### src/design/standby_seq_consts.vh
// constants for the hardware standby sequencer
// assumes a single 125 MHz system clock
`ifndef STANDBY_SEQ_CONSTS_VH
`define STANDBY_SEQ_CONSTS_VH

// sequencer state codes
`define ST_RUN        3'h0
`define ST_HALT       3'h1
`define ST_OSC_START  3'h2
`define ST_RESET_SEQ  3'h3
`define ST_RESET_HELD 3'h4

// length of the internal reset sequence after chip_init_n rises, in cycles
`define RESET_SEQ_CYCLES 8'h10
`define RESET_SEQ_W      8

`endif

### src/design/hardware_standby_sequencer.v
// hardware standby sequencer: steers cpu halt, module reset, pin float,
// ram retention and oscillator enable from the standby and reset pins.
// assumes an external supervisor drives deep_halt_n and chip_init_n.
// limitation: the clock settling time is measured by the supervisor;
// this block only waits for the reset rising edge after standby release.
// limitation: ram_enable_bit is not visible here, so an early standby
// with ram still enabled is neither caught nor flagged.
`timescale 1ns/1ps
`include "standby_seq_consts.vh"

module hardware_standby_sequencer (
  // clock and reset
  input  wire       sys_clk_i,
  input  wire       rst_i,
  // pins from the supervisor
  input  wire       deep_halt_n_i,
  input  wire       chip_init_n_i,
  input  wire       boot_sel_1_i,
  input  wire       boot_sel_0_i,
  // controls to the rest of the chip
  output reg        cpu_halt_o,
  output reg        module_reset_o,
  output reg        port_float_o,
  output reg        ram_retain_o,
  output reg        osc_enable_o,
  output reg        cpu_reset_o,
  output reg        standby_o,
  output reg        boot_sel_fault_o
);

  // ==========================================================
  // input synchronisers
  reg        halt_meta_ff;
  reg        halt_sync_ff;
  reg        init_meta_ff;
  reg        init_sync_ff;
  reg        init_prev_ff;

  always @(posedge sys_clk_i) begin
    if (rst_i) begin
      halt_meta_ff <= 1'h0;
      halt_sync_ff <= 1'h0;
      init_meta_ff <= 1'h0;
      init_sync_ff <= 1'h0;
      init_prev_ff <= 1'h0;
    end else begin
      halt_meta_ff <= deep_halt_n_i;
      halt_sync_ff <= halt_meta_ff;
      init_meta_ff <= chip_init_n_i;
      init_sync_ff <= init_meta_ff;
      init_prev_ff <= init_sync_ff;
    end
  end

  wire init_rise = init_sync_ff & ~init_prev_ff;

  // ==========================================================
  // sequencer
  reg [2:0]               state_ff;
  reg [2:0]               nxt_state;
  reg [`RESET_SEQ_W-1:0]  seq_cnt_ff;
  reg [`RESET_SEQ_W-1:0]  nxt_seq_cnt;
  reg [1:0]               boot_cap_ff;

  always @* begin
    nxt_state   = state_ff;
    nxt_seq_cnt = seq_cnt_ff;
    // raw low level enters standby without waiting for the synchroniser,
    // so pins float even if the clock is about to stop
    if (!deep_halt_n_i) begin
      nxt_state = `ST_HALT;
    end else begin
      case (state_ff)
        `ST_RUN: begin
          if (!init_sync_ff) begin
            nxt_state = `ST_RESET_HELD;
          end
        end
        `ST_HALT: begin
          // release of standby alone restarts the oscillator and ends pin float and ram retention; cpu and modules stay in reset
          if (halt_sync_ff) begin
            nxt_state = `ST_OSC_START;
          end
        end
        `ST_OSC_START: begin
          // wait for reset low then high; supervisor times the settling
          if (init_rise) begin
            nxt_state   = `ST_RESET_SEQ;
            nxt_seq_cnt = `RESET_SEQ_CYCLES;
          end
        end
        `ST_RESET_SEQ: begin
          if (!init_sync_ff) begin
            nxt_state = `ST_RESET_HELD;
          end else if (seq_cnt_ff == {`RESET_SEQ_W{1'b0}}) begin
            nxt_state = `ST_RUN;
          end else begin
            nxt_seq_cnt = seq_cnt_ff - 8'h01;
          end
        end
        `ST_RESET_HELD: begin
          if (init_rise) begin
            nxt_state   = `ST_RESET_SEQ;
            nxt_seq_cnt = `RESET_SEQ_CYCLES;
          end
        end
        default: begin
          nxt_state = `ST_HALT;
        end
      endcase
    end
  end

  always @(posedge sys_clk_i) begin
    if (rst_i) begin
      state_ff   <= `ST_RESET_HELD;
      seq_cnt_ff <= {`RESET_SEQ_W{1'b0}};
    end else begin
      state_ff   <= nxt_state;
      seq_cnt_ff <= nxt_seq_cnt;
    end
  end

  // ==========================================================
  // state decode helpers
  // one function keeps every state test below written the same way
  function is_state;
    input [2:0] code;
    input [2:0] want;
    begin
      is_state = (code == want);
    end
  endfunction

  wire nxt_halt = is_state(nxt_state, `ST_HALT);
  wire nxt_osc  = is_state(nxt_state, `ST_OSC_START);
  wire nxt_run  = is_state(nxt_state, `ST_RUN);

  // ==========================================================
  // next output values
  // outputs follow the next state, so standby entry shows one edge
  // after the pin falls rather than two
  reg        nxt_cpu_halt;
  reg        nxt_mod_reset;
  reg        nxt_float;
  reg        nxt_retain;
  reg        nxt_osc_en;
  reg        nxt_cpu_reset;
  reg        nxt_standby;

  always @* begin
    nxt_cpu_halt  = 1'h1;
    nxt_mod_reset = 1'h1;
    nxt_float     = 1'h0;
    nxt_retain    = 1'h0;
    nxt_osc_en    = 1'h1;
    nxt_cpu_reset = 1'h1;
    nxt_standby   = 1'h0;
    // every state other than run keeps the cpu and modules in reset
    if (nxt_run) begin
      nxt_cpu_halt  = 1'h0;
      nxt_mod_reset = 1'h0;
      nxt_cpu_reset = 1'h0;
    end else if (nxt_halt) begin
      nxt_float     = 1'h1;
      nxt_retain    = 1'h1;
      nxt_osc_en    = 1'h0;
      nxt_standby   = 1'h1;
    end else if (nxt_osc) begin
      // oscillator runs again but the chip stays in standby and reset
      nxt_standby   = 1'h1;
    end
  end

  // ==========================================================
  // registered outputs
  always @(posedge sys_clk_i) begin
    if (rst_i) begin
      cpu_halt_o       <= 1'h1;
      module_reset_o   <= 1'h1;
      port_float_o     <= 1'h0;
      ram_retain_o     <= 1'h0;
      osc_enable_o     <= 1'h1;
      cpu_reset_o      <= 1'h1;
      standby_o        <= 1'h0;
      boot_sel_fault_o <= 1'h0;
      boot_cap_ff      <= 2'h0;
    end else begin
      cpu_halt_o     <= nxt_cpu_halt;
      module_reset_o <= nxt_mod_reset;
      port_float_o   <= nxt_float;
      ram_retain_o   <= nxt_retain;
      osc_enable_o   <= nxt_osc_en;
      cpu_reset_o    <= nxt_cpu_reset;
      standby_o      <= nxt_standby;
      // flag boot select movement while the next state is halt, not during oscillator start; informative only
      if (!nxt_halt) begin
        boot_cap_ff      <= {boot_sel_1_i, boot_sel_0_i};
        boot_sel_fault_o <= 1'h0;
      end else if (boot_cap_ff != {boot_sel_1_i, boot_sel_0_i}) begin
        boot_sel_fault_o <= 1'h1;
      end
    end
  end

endmodule // hardware_standby_sequencer

### config.mk
export PLATFORM = sky130hd
export DESIGN_NAME = hardware_standby_sequencer
export DESIGN_NICKNAME = d
export VERILOG_FILES = /design/src/design/hardware_standby_sequencer.v
export VERILOG_INCLUDE_DIRS = /design/src /design/src/design
export SDC_FILE = /design/constraint.sdc
export NUM_CORES = 1
export LEC_CHECK = 0
export BUFFER_PORTS_ARGS = -buffer_cell sky130_fd_sc_hd__buf_2
export CORE_ASPECT_RATIO = 0.8
export CORE_MARGIN = 1
export CORE_UTILIZATION = 55
export DETAILED_ROUTE_END_ITERATION = 10
export GPL_TIMING_DRIVEN = 0
export PLACE_DENSITY = 0.74
export SYNTH_ARGS = -nofsm -noshare
export SYNTH_HDL_FRONTEND = slang
export SYNTH_SLANG_ARGS = --single-unit
### constraint.sdc
create_clock -name sys_clk_i -period 3.4 [get_ports sys_clk_i]
set_input_delay 0.68 -clock sys_clk_i [delete_from_list [all_inputs] [get_ports sys_clk_i]]
set_output_delay 0.68 -clock sys_clk_i [all_outputs]
set_load 0.05 [all_outputs]
# Word-level counts from Yosys, hierarchy flattened

Index checks and enable logic that the tools add are counted.

Input port bits: 6
Logic and storage cells: 51
Output and inout port bits: 8
Register bits: 23

Reduce and logical (&&, ||, !) cells: 8
Eq/ne operators: 10
Bitwise gates (word level): 3
$add $sub $neg: 1
Muxes and demuxes: 16

Operator list:

| operator              | count |
|---|---|
| $mux W8               | 3 |
| $mux W3               | 6 |
| $pmux W8 S2           | 1 |
| $pmux W3 S4           | 1 |
| $eq A3 B2 Y1 const B  | 3 |
| $logic_not A8 Y1      | 1 |
| $sub A8 B1 Y8 const B | 1 |
| $eq A3 B1 Y1 const B  | 2 |
| $logic_not A3 Y1      | 2 |
| $reduce_or A2 Y1      | 3 |
| $mux W1               | 5 |
| $reduce_and A5 Y1     | 1 |
| $ne A2 B2 Y1 const B  | 2 |
| $eq A3 B3 Y1 const B  | 1 |
| $ne A2 B1 Y1 const B  | 1 |
| $ne A2 B2 Y1          | 1 |
| $not A1 Y1            | 2 |
| $reduce_bool A2 Y1    | 1 |
| $and A1 B1 Y1         | 1 |

# Depth between registers and ports, before layout

Depth after elaboration: 8
Mapped depth: 8
Depth with buffers taken out: 7

# Worst setup path after synthesis

No wires, ideal clock.

Kind: flip-flop to flip-flop
Start: reg seq_cnt_ff[4]
End: reg standby_o
Slack: 1.568 ns
Period minus slack after synthesis: 1.832 ns
Data arrival time: 1.707 ns
Library setup time: 0.125 ns
Path buffers: 0
Data required time: 3.275 ns
Stages on the path, launching flop included: 6
Path through: dfxtp_1 or4_1 o31a_1 and2_4 o311ai_4 o21ai_1

Longest elaborated chain between the ends: 8
Elaborated cells between the ends (all ways): 11
Those cells by class: eq/ne (2); mux (6); reduce/logical (3)

RTL lines:

| element                | RTL line                         | RTL |
|---|---|---|
| from (decl)            | hardware_standby_sequencer.v:61  | `` reg [`RESET_SEQ_W-1:0] seq_cnt_ff; `` |
| from (signal assigned) | hardware_standby_sequencer.v:117 | `` seq_cnt_ff <= {`RESET_SEQ_W{1'b0}}; `` |
| from (signal assigned) | hardware_standby_sequencer.v:120 | `seq_cnt_ff <= nxt_seq_cnt;` |
| $logic_not A8 Y1 (*)   | hardware_standby_sequencer.v:95  | `` end else if (seq_cnt_ff == {`RESET_SEQ_W{1'b0}}) begin `` |
| $mux W3 (*)            | hardware_standby_sequencer.v:95  |  |
| $mux W3 (*)            | hardware_standby_sequencer.v:93  | `if (!init_sync_ff) begin` |
| $pmux W3 S4 (*)        | hardware_standby_sequencer.v:73  | `case (state_ff)` |
| $mux W3 (*)            | hardware_standby_sequencer.v:70  | `if (!deep_halt_n_i) begin` |
| $eq A3 B2 Y1           | hardware_standby_sequencer.v:131 | `is_state = (code == want);` |
| $mux W1                | hardware_standby_sequencer.v:169 | `end else if (nxt_osc) begin` |
| $mux W1                | hardware_standby_sequencer.v:164 | `end else if (nxt_halt) begin` |
| to (signal assigned)   | hardware_standby_sequencer.v:195 | `standby_o <= nxt_standby;` |
| to (decl)              | hardware_standby_sequencer.v:27  | `output reg standby_o,` |

Every way passes the cells marked *; elsewhere a longest branch is shown, timed or not.
A chain may end at the register's enable or synchronous reset.

# Worst setup path in the final report

Start: reg seq_cnt_ff[4]
End: reg seq_cnt_ff[4]

Longest elaborated chain between the ends: 4
Elaborated cells between the ends (all ways): 7
Those cells by class: add/sub (1); eq/ne (1); mux (3); reduce/logical (2)

RTL lines:

| element       | RTL line                        | RTL |
|---|---|---|
| $sub A8 B1 Y8 | hardware_standby_sequencer.v:98 | `nxt_seq_cnt = seq_cnt_ff - 8'h01;` |
| $mux W8       | hardware_standby_sequencer.v:95 |  |
| $mux W8       | hardware_standby_sequencer.v:93 |  |
| $pmux W8 S2   | hardware_standby_sequencer.v:73 |  |

Several ways; a longest one is shown, not always the timed one. The select of a mux whose other input is x is not followed.

==> metrics <==
number of unique standard cell types used by synthesis 42; routability cong. 0.873; antenna violations before repair 0; PwrDens 422 nW/um2; Post-synth EDFFs 0; class of the tightest hold or removal check register to register; Synth Flop Type dfxtp_1; starting density of the core 62.0%; post-synth design cell area 1070 um2; via count of the first global-routing pass 830; Die Height 41.4 um; largest fanout on the critical path 10; latest clock arrival within the worst-skew pair 0.31 ns; largest family of logic cells by synthesized area simple AND/OR/NAND/NOR gates; Worst IR Drop VDD 325 uV; main area contributors after synthesis dfxtp_1 (43%), nor2b_1 (4.1%), nor2_1 (3.5%); library cell with the largest summed area after synthesis dfxtp_1; total congestion overflow 0; multiplexer fraction of the synthesized cell area 1.87%; portion of synthesized cell area occupied by the leading cell type 43.1%; final hold violation count 0; sink count of the clock tree 23; first-pass GRT wire length 3.61 mm; net count of the mapped netlist 121; clock period minus final worst setup slack 2.01 ns; # diodes 0; average routed wire per standard cell 13.6 um; total of max-cap violations 0; drt pass-1 iters 4; design area 1190 um2; CP Launch Type register; cell types with the highest counts after synthesis dfxtp_1 (23), nor2_1 (10), nor2b_1 (7); r2r startpoint seq_cnt_ff[4]; Die Span X 51.3 um; cell at the root of the clock tree clkbuf_4; Post-Syn Instances 114; arrival time reported for the critical path endpoint 2.21 ns; post-synthesis average cell area 9.37 um2; summed negative setup slack over all endpoints 0 ns; area taken by multi-input logic gates 534 um2; post-layout power 0.000503 W; Placed Instance Area 1160 um2; Worst Hold Margin 0.453 ns; layout cell share with drive strength beyond 1 27.5%; kind of critical path register to register; share of the yosys chip area belonging to registers 43.1%; Post-CTS Hold Buffers 0; #FFs+latches synth 23; drt initial violations 8; fraction of the mapped netlist area in adder cells 1.17%; pin count of the biggest net entering global routing 15; count of buffers added by post-CTS timing repair for setup 0; dpl hpwl 1.59 mm; Net count, final 139; required time of the critical path 3.60 ns; Inserted Clock Buffers 3; leakage power 0.510 nW; XOR/XNOR Fraction of Synth Area 2.46%; result of the run finished, final reports clean; total number of yosys warnings 0; standard cell core area 1720 um2; All-Layer GR Usage 22.8%; detailed-route DRC error count 0; Std-Cell Rows 13; final number of max-transition violations 0; vias per inst 5.69; Tcrit/Tclk final 59.1%; measured slew at the worst slew-check pin 0.645 ns; die outline area 2120 um2; RSZ-0062 raised after global routing no; Setup Viol. Count Final 0; number of fill cells in the layout 158; simple-gate share of the synthesized area 23.1%; Clock Skew 0.00574 ns; count of H-tree levels built during CTS 1; largest buffer count on any clock path 2; achievable clock frequency 497 MHz; source of the worst hold timing path init_meta_ff; complex-gate fraction of the synthesized area 21.4%; Slew Limit Headroom 56.5%; number of buffer cells added on primary ports 13; CTS tree built; P&R area growth vs syn 11.5%; final WL 2.09 mm; most frequently used cell type in the post-synthesis netlist dfxtp_1; count of cells resized by post-cts repair 0; vias 870; origin of the worst setup path seq_cnt_ff[4]; number of primary I/O pins 14; nature of the critical path endpoint register; fraction of synthesis flops using an asynchronous set or reset pin 0%; residual antenna-violating net count after detailed routing 0; sequential cell area in the final layout 460 um2; CTS clk-pin slew, worst paths 0.12 ns
[logic make-up after synthesis]
logic type      Yosys count
simple gates             43
compound gates           28
flops                    23
buf+inv                  14
xor+xnor                  3
mux                       2
fa+ha+maj                 1
[state kept, by name, indices dropped and copies added (netlist names)]
signal / flops
boot_cap_ff: 2
boot_sel_fault_o: 1
cpu_reset_o: 1
halt_meta_ff: 1
halt_sync_ff: 1
init_meta_ff: 1
init_prev_ff: 1
init_sync_ff: 1
osc_enable_o: 1
ram_retain_o: 1
seq_cnt_ff: 8
standby_o: 1
state_ff: 3
[placed cells by master (no fill, tap or decap), types with 2 or more instances in the layout]
| cell type | instances |
|---|---|
| a21o_1 | 2 |
| mux2i_1 | 2 |
| inv_1 | 6 |
| or3_1 | 4 |
| o21ai_0 | 2 |
| nor2b_1 | 7 |
| dfxtp_1 | 23 |
| or3_2 | 4 |
| nand2b_1 | 3 |
| clkbuf_4 | 3 |
| nor3_1 | 2 |
| nor2_1 | 10 |
| buf_4 | 3 |
| nand2_1 | 5 |
| xor2_1 | 2 |
| a21oi_1 | 6 |
| o21ai_1 | 6 |
| buf_2 | 15 |
[stage by stage]
| step | std cells | utilization (%) | setup slack (ns) |
|---|---|---|---|
| floorplan | 114 | - | 1.57 |
| global placement | 149 | 67.3 | 1.46 |
| detailed placement | 149 | 67.3 | 1.42 |
| CTS | 153 | 69.1 | 1.40 |
| global route | 153 | 69.1 | 1.30 |
| finish | 153 | 69.1 | 1.39 |
[critical path, cell delays in order (launching register included)]
cell and delay [ns]:
dfxtp_1 0.36, or4_1 0.54, o31a_1 0.36, o221ai_4 0.25, buf_6 0.19, o21bai_1 0.08
o311a_1 0.13
[layout make-up]
class	count	share of cell area [%]
inverters	6	1.89
clock buffers	3	1.89
flip-flops and latches	23	38.7
well taps	22	2.31
clock inverters	1	0.630
repair buffers	13	5.46
multi-input cells	77	44.9
plain buffers	8	4.31
[where the power goes]
part           internal, W  switching, W
clock            0.0000448     0.0000803
combinational    0.0000303     0.0000596
sequential        0.000282    0.00000618
total             0.000357      0.000146
[routing by layer]
metal | vias up | wire, um | global-route usage, %
li1 | 431 | - | -
met3 | 2 | 68 | 7.69
met5 | - | 0 | 0
met1 | 425 | 969 | 27.0
met2 | 12 | 1040 | 41.3
met4 | 0 | 8 | 1.62
[final timing paths]
kind                    to  slack, ns  cells past startpoint
max          seq_cnt_ff[4]       1.39                      6
min           init_sync_ff       0.45                      1
max reg2reg  seq_cnt_ff[4]       1.39                      6
min reg2reg   init_sync_ff       0.45                      1
(Power assumes the default switching activity.)
